[src/dmau_pkg.sv]
`default_nettype none
package dmau_pkg;

  // register indices on the debug port
  localparam logic [6:0] IDX_CS = 7'h07;
  localparam logic [6:0] IDX_ADDR = 7'h09;
  localparam logic [6:0] IDX_DATA = 7'h0a;

  // control/status layout, msb first
  typedef struct packed {
    logic access_go;
    logic dir;
    logic [2:0] size_field;
    logic [1:0] cache_path_select;
    logic wrapped;
    logic trace_region_guard;
    logic trace_buffer_enable;
    logic [1:0] buffer_full_policy;
    logic crc_en;
    logic [2:0] rsvd;
    logic [13:0] access_count;
    logic err;
    logic data_valid_flag;
  } dmau_cs_t;

  localparam logic [31:0] CS_RESET = 32'h0000_0000;
  localparam logic [31:0] ADDR_RESET = 32'h0000_0000;
  localparam logic [31:0] DATA_RESET = 32'h0000_0000;

  // size, cache path and buffer full codes
  localparam logic [2:0] SZ_BYTE = 3'h0;
  localparam logic [2:0] SZ_HALF = 3'h1;
  localparam logic [2:0] SZ_WORD = 3'h2;
  localparam logic [1:0] CC_AUTO = 2'h0;
  localparam logic [1:0] CC_CACHED = 2'h1;
  localparam logic [1:0] CC_UNCACHED = 2'h2;
  localparam logic [1:0] POL_OVERWRITE = 2'h0;
  localparam logic [1:0] POL_DISABLE = 2'h1;
  localparam logic [1:0] POL_BREAK = 2'h2;

  // address steps and trace window
  localparam logic [31:0] STEP_BYTE = 32'h0000_0001;
  localparam logic [31:0] STEP_HALF = 32'h0000_0002;
  localparam logic [31:0] STEP_WORD = 32'h0000_0004;
  localparam logic [4:0] TRACE_EXP_LSB = 5'h02;

  // ethernet crc-32, reflected form
  localparam logic [31:0] CRC_POLY_REFL = 32'hedb8_8320;
  localparam logic [31:0] CRC_INIT = 32'hffff_ffff;

  typedef struct packed {
    logic wr;
    logic rd;
    logic [6:0] idx;
    logic [31:0] wdata;
  } dmau_dbg_req_t;

  typedef struct packed {
    logic valid;
    logic write;
    logic cached;
    logic [31:0] addr;
    logic [31:0] wdata;
    logic [3:0] be;
  } dmau_mem_req_t;

  typedef struct packed {
    logic ack;
    logic err;
    logic [31:0] rdata;
  } dmau_mem_rsp_t;

  typedef enum logic [1:0] {ST_IDLE, ST_HOLD, ST_REQ} dmau_state_t;

endpackage
`default_nettype wire

[src/dmau_crc32.sv]
`timescale 1ns/1ps
`default_nettype none
module dmau_crc32 import dmau_pkg::*; (
  // running value and memory word
  input wire logic [31:0] crc_in,
  input wire logic [31:0] data_word,
  // folded value
  output logic [31:0] crc_out
);

  // bytes in address order (msb lane first), each byte lsb first
  always_comb begin : fold
    crc_out = crc_in;
    for (int i = 0; i < 32; i++) begin
      if (crc_out[0] ^ data_word[24 - 8 * (i / 8) + (i % 8)]) begin
        crc_out = (crc_out >> 1) ^ CRC_POLY_REFL;
      end else begin
        crc_out = crc_out >> 1;
      end
    end
  end

endmodule // dmau_crc32
`default_nettype wire

[src/dmau_lane.sv]
`timescale 1ns/1ps
`default_nettype none
module dmau_lane import dmau_pkg::*; (
  // access shape
  input wire logic [2:0] size_field,
  input wire logic [1:0] rd_lane,
  input wire logic [1:0] wr_lane,
  // data in
  input wire logic [31:0] mem_word,
  input wire logic [31:0] reg_word,
  // data out
  output logic [31:0] rd_data,
  output logic [31:0] wr_data,
  output logic [3:0] wr_be
);

  // memory word is big-endian: lowest address in bits 31:24
  wire logic [4:0] rd_shift;
  wire logic [31:0] rd_shifted;
  wire logic is_byte;
  wire logic is_half;

  assign is_byte = size_field == SZ_BYTE;
  assign is_half = size_field == SZ_HALF;
  assign rd_shift = {2'h3 - rd_lane, 3'h0};
  assign rd_shifted = mem_word >> rd_shift;

  // register side is right aligned
  assign rd_data = is_byte ? {24'h00_0000, rd_shifted[7:0]} :
                   is_half ? {16'h0000, (rd_lane[1] ? mem_word[15:0] : mem_word[31:16])} :
                   mem_word;
  assign wr_data = is_byte ? {4{reg_word[7:0]}} :
                   is_half ? {2{reg_word[15:0]}} :
                   reg_word;
  assign wr_be = is_byte ? (4'h8 >> wr_lane) :
                 is_half ? (wr_lane[1] ? 4'h3 : 4'hc) :
                 4'hf;

endmodule // dmau_lane
`default_nettype wire

[src/dmau_top.sv]
`timescale 1ns/1ps
`default_nettype none
// Operation
// go bit starts access, clears when finished
// control write aborts; go restarts fresh
// direction bit: 0 read, 1 write
// size codes byte, half, word only
// cache path: auto, cached, uncached
// auto with trace writes cached view
// cached view errors leave error clear
// uncached view errors set error flag
// wrap flag sets on trace pointer wrap
// trace enable and region guard bits
// full policy: overwrite, disable, break
// checksum reads block, result in data
// no checksum with trace, word size; code checks neither trace enable nor size field when checksum is on
// count increments, move ends at wrap
// error keeps count progress
// abort on bus, control, zero count
// valid/error status pair encoding
// data read clears valid on reads
// address is lowest, msb byte address
// data right aligned little endian; code keeps big-endian byte order, lowest address in the upper bits
// data holds write source, read result
// no messages, plain register access
// trace setup: write, word, exponent
// disable policy clears enable, go, valid
// ethernet crc-32 polynomial
// address steps by access size
module dmau_top import dmau_pkg::*; (
  // clock and reset
  input wire logic clk,
  input wire logic reset,
  // debug port register access
  input wire dmau_dbg_req_t dbg_req,
  output logic [31:0] dbg_rdata,
  output logic dbg_rvalid,
  // data cache port
  output dmau_mem_req_t mem_req,
  input wire dmau_mem_rsp_t mem_rsp,
  // trace word stream
  input wire logic trace_valid,
  input wire logic [31:0] trace_word,
  output logic trace_ready,
  // trace region and buffer status to core
  output logic trace_guard_en,
  output logic [31:0] trace_guard_base,
  output logic [31:0] trace_guard_mask,
  output logic trace_full_break
);

  dmau_cs_t cs_r, cs_nxt;
  logic [31:0] addr_r, addr_nxt;
  logic [31:0] data_r, data_nxt;
  logic [31:0] crc_r, crc_nxt;
  dmau_state_t state_r, state_nxt;
  dmau_mem_req_t mreq_nxt;
  logic drop_r, drop_nxt;
  logic fresh_r, fresh_nxt;
  logic chain_r, chain_nxt;
  logic brk_nxt;
  logic [31:0] rdata_nxt;

  // register decode
  wire logic cs_wr;
  wire logic addr_wr;
  wire logic data_wr;
  wire logic data_rd;
  wire dmau_cs_t wcs;

  assign cs_wr = dbg_req.wr && dbg_req.idx == IDX_CS;
  assign addr_wr = dbg_req.wr && dbg_req.idx == IDX_ADDR;
  assign data_wr = dbg_req.wr && dbg_req.idx == IDX_DATA;
  assign data_rd = dbg_req.rd && dbg_req.idx == IDX_DATA;
  assign wcs = dmau_cs_t'(dbg_req.wdata);

  // mode decode
  wire logic busy;
  wire logic trace_mode;
  wire logic is_write;
  wire logic view_cached;
  wire logic single;
  wire logic [31:0] step;

  assign busy = cs_r.access_go;
  assign trace_mode = cs_r.trace_buffer_enable;
  assign is_write = cs_r.dir | trace_mode;
  // auto: cached reads, uncached writes, trace always cached
  assign view_cached = (cs_r.cache_path_select == CC_CACHED) ? 1'b1 :
                       (cs_r.cache_path_select == CC_UNCACHED) ? 1'b0 :
                       (~cs_r.dir | trace_mode);
  assign single = cs_r.access_count == 14'h0000;
  // reserved size codes fall back to word steps
  assign step = (cs_r.size_field == SZ_BYTE) ? STEP_BYTE :
                (cs_r.size_field == SZ_HALF) ? STEP_HALF : STEP_WORD;

  // circular trace pointer, window 2^(n+2) bytes
  wire logic [4:0] trace_shift;
  wire logic [31:0] trace_mask;
  wire logic [31:0] trace_low;
  wire logic [31:0] trace_next_addr;
  wire logic trace_wrap;

  assign trace_shift = cs_r.access_count[4:0];
  assign trace_mask = (STEP_WORD << trace_shift) - STEP_BYTE;
  assign trace_low = (addr_r + STEP_WORD) & trace_mask;
  assign trace_next_addr = (addr_r & ~trace_mask) | trace_low;
  assign trace_wrap = trace_low == 32'h0000_0000;

  wire logic [13:0] cnt_inc;
  assign cnt_inc = cs_r.access_count + 14'h0001;

  // handshakes with memory and trace source
  wire logic go_ok;
  wire logic issue;
  wire logic rsp_take;
  wire logic rsp_use;
  wire logic rsp_err;
  wire logic rsp_ok;
  wire logic last;
  wire logic rd_done;
  wire logic crc_done;
  wire logic dv_set;

  // block reads wait for the previous word to be read out
  assign go_ok = trace_mode ? trace_valid : (cs_r.dir ? fresh_r : ~cs_r.data_valid_flag);
  assign issue = state_r == ST_HOLD && busy && go_ok && !cs_wr;
  assign trace_ready = issue && trace_mode;
  assign rsp_take = state_r == ST_REQ && mem_rsp.ack;
  // a control write in the ack cycle discards the answer
  assign rsp_use = rsp_take && !drop_r && !cs_wr;
  assign rsp_err = rsp_use && mem_rsp.err && !mem_req.cached;
  assign rsp_ok = rsp_use && !rsp_err;
  assign last = trace_mode ? (trace_wrap && cs_r.buffer_full_policy != POL_OVERWRITE) :
                (single || cnt_inc == 14'h0000);
  assign rd_done = rsp_ok && !is_write && !cs_r.crc_en;
  assign crc_done = rsp_ok && cs_r.crc_en && last;
  assign dv_set = rd_done || crc_done;

  wire logic [31:0] lane_rdata;
  wire logic [31:0] lane_wdata;
  wire logic [3:0] lane_be;
  wire logic [31:0] crc_fold;

  dmau_lane u_lane (
    .size_field(cs_r.size_field),
    .rd_lane(mem_req.addr[1:0]),
    .wr_lane(addr_r[1:0]),
    .mem_word(mem_rsp.rdata),
    .reg_word(data_r),
    .rd_data(lane_rdata),
    .wr_data(lane_wdata),
    .wr_be(lane_be)
  );

  dmau_crc32 u_crc (
    .crc_in(crc_r),
    .data_word(mem_rsp.rdata),
    .crc_out(crc_fold)
  );

  always_comb begin
    cs_nxt = cs_r;
    addr_nxt = addr_r;
    data_nxt = data_r;
    crc_nxt = crc_r;
    state_nxt = state_r;
    mreq_nxt = mem_req;
    drop_nxt = drop_r;
    fresh_nxt = fresh_r;
    chain_nxt = chain_r;
    brk_nxt = 1'b0;
    // debugger data and address writes
    if (addr_wr) begin
      addr_nxt = dbg_req.wdata;
    end
    if (data_wr) begin
      data_nxt = dbg_req.wdata;
      fresh_nxt = 1'b1;
    end
    if (data_rd && !cs_r.dir) begin
      cs_nxt.data_valid_flag = 1'b0;
    end
    // issue one access
    if (issue) begin
      mreq_nxt.valid = 1'b1;
      mreq_nxt.write = is_write;
      mreq_nxt.cached = view_cached;
      mreq_nxt.addr = addr_r;
      mreq_nxt.wdata = trace_mode ? trace_word : lane_wdata;
      mreq_nxt.be = trace_mode ? 4'hf : lane_be;
      state_nxt = ST_REQ;
      fresh_nxt = 1'b0;
      if (trace_mode) begin
        data_nxt = trace_word;
      end
    end
    if (rsp_take) begin
      mreq_nxt.valid = 1'b0;
      drop_nxt = 1'b0;
      state_nxt = busy ? ST_HOLD : ST_IDLE;
    end
    // bus error: stop, count keeps its progress
    if (rsp_err) begin
      cs_nxt.access_go = 1'b0;
      cs_nxt.err = 1'b1;
      cs_nxt.data_valid_flag = 1'b0;
      state_nxt = ST_IDLE;
    end
    if (rsp_ok) begin
      if (rd_done) begin
        data_nxt = lane_rdata;
        cs_nxt.data_valid_flag = 1'b1;
      end
      if (cs_r.crc_en) begin
        crc_nxt = crc_fold;
      end
      if (trace_mode) begin
        addr_nxt = trace_next_addr;
        if (trace_wrap) begin
          cs_nxt.wrapped = 1'b1;
        end
      end else if (!single) begin
        addr_nxt = addr_r + step;
        cs_nxt.access_count = cnt_inc;
      end
      if (last) begin
        cs_nxt.access_go = 1'b0;
        state_nxt = ST_IDLE;
        if (trace_mode) begin
          cs_nxt.data_valid_flag = 1'b0;
          if (cs_r.buffer_full_policy == POL_DISABLE) begin
            cs_nxt.trace_buffer_enable = 1'b0;
          end
          brk_nxt = cs_r.buffer_full_policy == POL_BREAK;
        end else if (is_write) begin
          cs_nxt.data_valid_flag = 1'b0;
        end
        if (crc_done) begin
          data_nxt = ~crc_fold;
          cs_nxt.data_valid_flag = 1'b1;
          chain_nxt = 1'b1;
        end
      end
    end
    // control write aborts whatever runs, then reloads
    if (cs_wr) begin
      cs_nxt = wcs;
      cs_nxt.rsvd = 3'h0;
      cs_nxt.err = busy && !wcs.access_go;
      cs_nxt.data_valid_flag = 1'b0;
      if (wcs.access_go) begin
        if (wcs.crc_en && wcs.access_count == 14'h0000) begin
          cs_nxt.access_go = 1'b0;
          cs_nxt.err = 1'b1;
        end else begin
          // write pending shows as valid until done
          cs_nxt.data_valid_flag = wcs.dir && !wcs.trace_buffer_enable;
          fresh_nxt = 1'b1;
          chain_nxt = 1'b0;
          if (!(chain_r && wcs.crc_en)) begin
            crc_nxt = CRC_INIT;
          end
        end
      end
      // an outstanding request must still drain its ack
      if (state_r == ST_REQ && !mem_rsp.ack) begin
        drop_nxt = 1'b1;
      end else begin
        state_nxt = cs_nxt.access_go ? ST_HOLD : ST_IDLE;
      end
    end
  end

  // register read mux, unmapped reads as zero
  always_comb begin
    rdata_nxt = 32'h0000_0000;
    if (dbg_req.idx == IDX_CS) begin
      rdata_nxt = cs_r;
    end else if (dbg_req.idx == IDX_ADDR) begin
      rdata_nxt = addr_r;
    end else if (dbg_req.idx == IDX_DATA) begin
      rdata_nxt = data_r;
    end
  end

  always_ff @(posedge clk or posedge reset) begin
    if (reset) begin
      cs_r <= dmau_cs_t'(CS_RESET);
      addr_r <= ADDR_RESET;
      data_r <= DATA_RESET;
      crc_r <= CRC_INIT;
      state_r <= ST_IDLE;
      mem_req <= '0;
      drop_r <= 1'b0;
      fresh_r <= 1'b0;
      chain_r <= 1'b0;
    end else begin
      cs_r <= cs_nxt;
      addr_r <= addr_nxt;
      data_r <= data_nxt;
      crc_r <= crc_nxt;
      state_r <= state_nxt;
      mem_req <= mreq_nxt;
      drop_r <= drop_nxt;
      fresh_r <= fresh_nxt;
      chain_r <= chain_nxt;
    end
  end

  // status outputs registered so the core sees clean levels
  always_ff @(posedge clk or posedge reset) begin
    if (reset) begin
      dbg_rdata <= DATA_RESET;
      dbg_rvalid <= 1'b0;
      trace_guard_en <= 1'b0;
      trace_guard_base <= ADDR_RESET;
      trace_guard_mask <= ADDR_RESET;
      trace_full_break <= 1'b0;
    end else begin
      dbg_rvalid <= dbg_req.rd;
      if (dbg_req.rd) begin
        dbg_rdata <= rdata_nxt;
      end
      trace_guard_en <= cs_r.trace_buffer_enable && cs_r.trace_region_guard;
      trace_guard_base <= addr_r & ~trace_mask;
      trace_guard_mask <= trace_mask;
      trace_full_break <= brk_nxt;
    end
  end
endmodule // dmau_top
`default_nettype wire

[config.mk]
export PLATFORM = sky130hd
export DESIGN_NAME = dmau_top
export DESIGN_NICKNAME = d
export VERILOG_FILES = /design/src/dmau_pkg.sv /design/src/dmau_crc32.sv /design/src/dmau_lane.sv /design/src/dmau_top.sv
export SDC_FILE = /design/constraint.sdc
export NUM_CORES = 1
export LEC_CHECK = 0
export BUFFER_PORTS_ARGS = -buffer_cell sky130_fd_sc_hd__clkbuf_2
export CELL_PAD_IN_SITES_DETAIL_PLACEMENT = 1
export CELL_PAD_IN_SITES_GLOBAL_PLACEMENT = 2
export CORE_MARGIN = 2
export CORE_UTILIZATION = 39
export CTS_BUF_LIST = sky130_fd_sc_hd__clkbuf_4 sky130_fd_sc_hd__clkbuf_8
export DETAILED_ROUTE_END_ITERATION = 8
export PLACE_DENSITY_LB_ADDON = 0.25
export RECOVER_POWER = 100
export SLEW_MARGIN = 10
export SYNTH_ARGS = -nofsm -noshare
export SYNTH_HDL_FRONTEND = slang
export SYNTH_SLANG_ARGS = --single-unit
[constraint.sdc]
create_clock -name clk -period 16.2 [get_ports clk]
set_clock_uncertainty 0.1 [all_clocks]
set_input_delay 2.43 -clock clk [delete_from_list [all_inputs] [get_ports clk]]
set_output_delay 2.43 -clock clk [all_outputs]
set_load 0.005 [all_outputs]
-- Word level (Yosys, flattened, before mapping)
Index checks and enable logic that the tools add are counted.
W data, S select, Z words.
- add/sub/neg operators: 5
- equality and inequality tests: 12
- shift-type cells: 3
- multiplexer cells: 125
- bitwise logic cells: 73
- reductions and logical operators: 52
- operators by type and width (operator ; number):
    $mux W32 ; 58
    $not A13 Y14 ; 32
    $mux W71 ; 1
    $and A32 B32 Y32 ; 2
    $not A32 Y32 ; 2
    $mux W1 ; 47
    $logic_not A14 Y1 ; 3
    $mux W14 ; 3
    $add A32 B3 Y32 ; 1
    $add A32 B3 Y32 const B ; 1
    $logic_not A32 Y1 ; 1
    $or A32 B32 Y32 ; 1
    $shl A3 B5 Y32 const A ; 1
    $shr A32 B5 Y8 ; 1
    $sub A32 B1 Y32 const B ; 1
    $xor A1 B1 Y1 ; 32
    $logic_and A1 B1 Y1 ; 26
    $mux W2 ; 9
    $mux W16 ; 1
    $mux W4 ; 4
    $add A14 B1 Y14 const B ; 1
    $eq A7 B4 Y1 const B ; 2
    $reduce_bool A2 Y1 ; 7
    $logic_not A1 Y1 ; 10
    15 further kinds ; 23
- register bits: 300
- input port bits: 110
- logic and storage cells: 301

-- Longest topological paths before layout
- depth in word-level cells: 70
- mapped depth: 19

-- Modules after synthesis
A second synthesis with hierarchy kept.
- cells, all modules: 2307
- area total of the unflattened synthesis: 21244.1 µm²
- by module, submodules not included (module ; times used ; cells an instance ; area each (µm²) ; sequential area each (µm²)):
    dmau_top ; 1 ; 1863 ; 16687.3 ; 7472.2
    dmau_crc32 ; 1 ; 273 ; 3280.6 ; 0.0
    dmau_lane ; 1 ; 171 ; 1276.2 ; 0.0

-- Worst setup path after synthesis
No wires, ideal clock.
- kind: input to output
- from: input port dbg_req[38] in the netlist's numbering
- to: output port trace_ready
- arrival: 4.517 ns
- data required time: 13.670 ns
- slack: 9.153 ns
- stages: 9
- cells stage by stage: or4b_2 > nor3_1 > nand2_1 > and3_1 > clkbuf_1 > nand2_1 > inv_2 > clkbuf_1 > clkbuf_1
- longest elaborated chain between the ends: 5
- ends and longest elaborated chain (what ; RTL line ; source):
    start, declared ; dmau_top.sv:35 ; input wire dmau_dbg_req_t dbg_req,
    $eq A7 B3 Y1 ; dmau_top.sv:71 ; assign cs_wr = dbg_req.wr && dbg_req.idx == IDX_CS;
    $logic_and A1 B1 Y1 ; dmau_top.sv:71 ;
    $logic_not A1 Y1 ; dmau_top.sv:127 ; assign issue = state_r == ST_HOLD && busy && go_ok && !cs_wr;
    $logic_and A1 B1 Y1 ; dmau_top.sv:127 ;
    $logic_and A1 B1 Y1 ; dmau_top.sv:128 ; assign trace_ready = issue && trace_mode;
    end, declared ; dmau_top.sv:44 ; output logic trace_ready,
No other way between the ends.

-- Worst setup path in the final report
- from: input port dbg_req[38] in the netlist's numbering
- to: register mem_req[13] in the netlist's numbering
- longest elaborated chain between the ends: 4
- ends and longest elaborated chain (what ; RTL line ; source):
    $eq A7 B3 Y1 ; dmau_top.sv:71 ;
    $logic_and A1 B1 Y1 ; dmau_top.sv:71 ;
    $logic_not A1 Y1 ; dmau_top.sv:127 ;
    $logic_and A1 B1 Y1 ; dmau_top.sv:127 ;
    end signal, assigned ; dmau_top.sv:304 ; mem_req <= mreq_nxt;
    end, declared ; dmau_top.sv:39 ; output dmau_mem_req_t mem_req,
No other way between the ends.
A chain may end at the register's enable or synchronous reset.

==> impl_metrics.ini <==
[critical_path]
arrival_ns = 9.53
crit_buf_inv = 4
worstSetupPathType = in -> reg
critPathLaunchType = input port
crit_required_ns = 16.46
cp_cell_sequence = clkbuf_1 > or4b_2 > nor3_1 > clkbuf_1 > nand2_1 > clkbuf_1 > nand3_1 > clkbuf_1 > o21ai_0
cp_max_fo = 98
path_common_cell = clkbuf_1
end_kind = register
crit_family = buffers and inverters
max_stage_delay_ns = 2.66
cp_slowest_cell = clkbuf_1

[clocking]
cts_resized = 0
ctsHoldBuffers = 0
cts_tree = yes
clkSinkCount = 297
insertion_delay_ns = 0.66
postCtsSetupRepairBufs = 0
cts_root_buf = clkbuf_8
h-tree-depth = 2
cts_inserted_buffers = 54
cts.path.max_buffers = 3
clkTransAtPathRegs_ns = 0.06

[grt]
grt_max_degree = 155
first_global_vias = 19100
antenna_found_initial = 1
grt_overflow = 0
track_usage = 0.334
grt_first_pass_wirelength_microns = 130000

[timing]
rsz0062_at_grt = false
max_freq_mhz = 108
slew_viol_final = 621
period_minus_slack_ns = 9.28
slew_headroom = -3.38
fin_crit_sh = 0.573
finalSetupViolCount = 0
final_hold_viol_count = 0
worstMarginPinSlew_ns = 6.53
finalSetupTns_ns = 0

[yosys]
ys_types = 80
synth_top_family_by_area = XOR/XNOR gates
synth_ff_type = dfrtp_1
syn_area_per_cell_sq_um = 8.89
synth_area_sq_um = 19600
synth-xor-area-share = 0.179
synthMuxAreaShare = 0.0420
synth_compound_area_frac = 0.172
yosys_warnings = 0
synth-simple-area-share = 0.173
synth_seq_cells = 297
synthAdderAreaFrac = 0.0105
synth_edf_count = 0
synth_cells = 2201
yosysSeqAreaShare = 0.382
ys_async_sr_fraction = 1.00

[layout]
nFillCells = 5936
layout_common_cells = 332 x nand2_1, 264 x dfrtp_1, 204 x clkbuf_2
drive_gt1_frac = 0.166
area.growth.synth_to_final_pct = 15.0
nNetsFinal = 2531
layout_commonest_cell = nand2_1

[drt]
drc_errors = 0
drtIter0Drc = 2100
drtPass1Iterations = 9
ant_nets = 0
viasPerCell = 5.99
wirelength_microns = 88100
dr_total_vias = 18700
drt-wirelength-per-cell_microns = 28.2

[die]
core_region_area_sq_um = 49900
rows = 82
initial_core_util = 0.392
ios = 281
die_area_sq_um = 52000
fp.dieW_microns = 228
die_h_microns = 228

[status]
status = complete, but fails checks
violations = max-capacitance violations, max-slew violations

[min_path]
worstHoldPathType = reg -> reg

[place]
dp_hpwl_microns = 66600
place_congestion = 0.962
io_buffers = 278

[flow_run]
maxCapViolCount = 11
sequential cells by signal, indices dropped and copies added (netlist names), 2 cells and up, named ones only:
name / cells
mem_req: 71
addr_r: 32
crc_r: 32
data_r: 32
dbg_rdata: 32
trace_guard_mask: 31
trace_guard_base: 30
cs_r: 27
state_r: 2
synth_stat cells, types with 5 or more instances:
| master | count | area share |
|---|---|---|
| a21o_1 | 6 | 0.0023 |
| or2_2 | 9 | 0.0029 |
| o32ai_1 | 6 | 0.0027 |
| mux2i_1 | 64 | 0.033 |
| xnor2_1 | 192 | 0.086 |
| nand2_1 | 332 | 0.064 |
| dfrtp_1 | 265 | 0.34 |
| o211ai_1 | 24 | 0.0092 |
| nor2b_1 | 15 | 0.0048 |
| inv_1 | 46 | 0.0088 |
| clkbuf_1 | 142 | 0.027 |
| ha_1 | 14 | 0.0090 |
| nand2b_1 | 12 | 0.0038 |
| xor2_1 | 76 | 0.034 |
| a221oi_1 | 10 | 0.0045 |
| xnor3_1 | 19 | 0.022 |
| o21a_1 | 6 | 0.0023 |
| a211oi_1 | 33 | 0.013 |
| buf_1 | 10 | 0.0019 |
| nand3_1 | 51 | 0.013 |
| nor3_1 | 51 | 0.013 |
| nor4_1 | 16 | 0.0051 |
| a221o_1 | 11 | 0.0056 |
| a31oi_1 | 23 | 0.0074 |
| a21oi_1 | 161 | 0.041 |
| nand4_1 | 14 | 0.0045 |
| and3_1 | 11 | 0.0035 |
| xnor2_2 | 18 | 0.015 |
| and4_1 | 7 | 0.0031 |
| a22oi_1 | 20 | 0.0077 |
| o21ai_0 | 123 | 0.031 |
| mux4_2 | 8 | 0.0092 |
| dfstp_2 | 32 | 0.043 |
| nor2_1 | 175 | 0.034 |
| a222oi_1 | 32 | 0.016 |
| o22ai_1 | 27 | 0.0086 |
| or3_1 | 10 | 0.0032 |
| a311oi_1 | 5 | 0.0022 |
| and2_1 | 31 | 0.0099 |
| xnor3_2 | 6 | 0.0073 |
stage by stage:
stage	worst slack (ns)	area (sq um)	utilization	instances	hold WS (ns)
after global placement	8.58	21500	0.430	3022	0.360
final	6.92	22500	0.451	3122	0.377
after CTS	8.49	22700	0.455	3121	0.380
after detailed placement	8.50	21500	0.430	3022	0.365
after floorplan	5.52	19600	-	2202	0.361
after global routing	6.25	22500	0.451	3121	0.408
cell type report:
class,count,area (sq um),share of cell area
inverter,51,193,0.00857
clock inverter,14,149,0.00662
clock buffer,85,1060,0.0473
tap,672,841,0.0374
sequential,297,7470,0.332
antenna,1,2.50,0.000111
timing repair buffer,304,1450,0.0646
multi-input combinational,1698,11300,0.503
routing by layer:
layer,share of wire,up-vias,global-route usage
li1,-,8129,-
met1,0.40,9460,0.433
met2,0.48,926,0.555
met3,0.075,187,0.0498
met4,0.047,2,0.145
met5,0.00015,-,0
final timing paths:
check                       startpoint                  end  slack [ns]  cells past startpoint
setup / recovery           dbg_req[38]          mem_req[13]        6.92                      9
setup reg to reg               cs_r[4]           data_r[31]        7.51                     15
hold / removal             mem_req[53]          mem_req[53]        0.38                      2
min in group asynchronous        reset  trace_guard_mask[1]        3.71                      2
hold reg to reg            mem_req[53]          mem_req[53]        0.38                      2
max in group asynchronous        reset  trace_guard_base[6]        9.38                      2
cells by family (layout without fill, tap and decap cells):
group | after synthesis | count (layout)
and+or+nand+nor | 756 | 756
xor gates and xnor gates | 324 | 324
DFF | 297 | 297
AOI/OAI and AO/OA | 527 | 527
buffers and inverters | 207 | 454
muxes | 72 | 72
other | 2 | 4
adders and majority gates | 16 | 16
worst reg2reg max path, delay by kind of cell, from the launching register on:
kind	cells	cell delay, ns
buffers and inverters	3	2.67
AND/OR/NAND/NOR	4	2.23
AO/OA/AOI/OAI	6	1.86
flip-flops	1	0.91
adder cells (fa/ha/maj)	1	0.56
XOR/XNOR	1	0.23
Power is not shown: default switching activity piles up to over one toggle a cycle in this logic, so the estimate is an artifact.
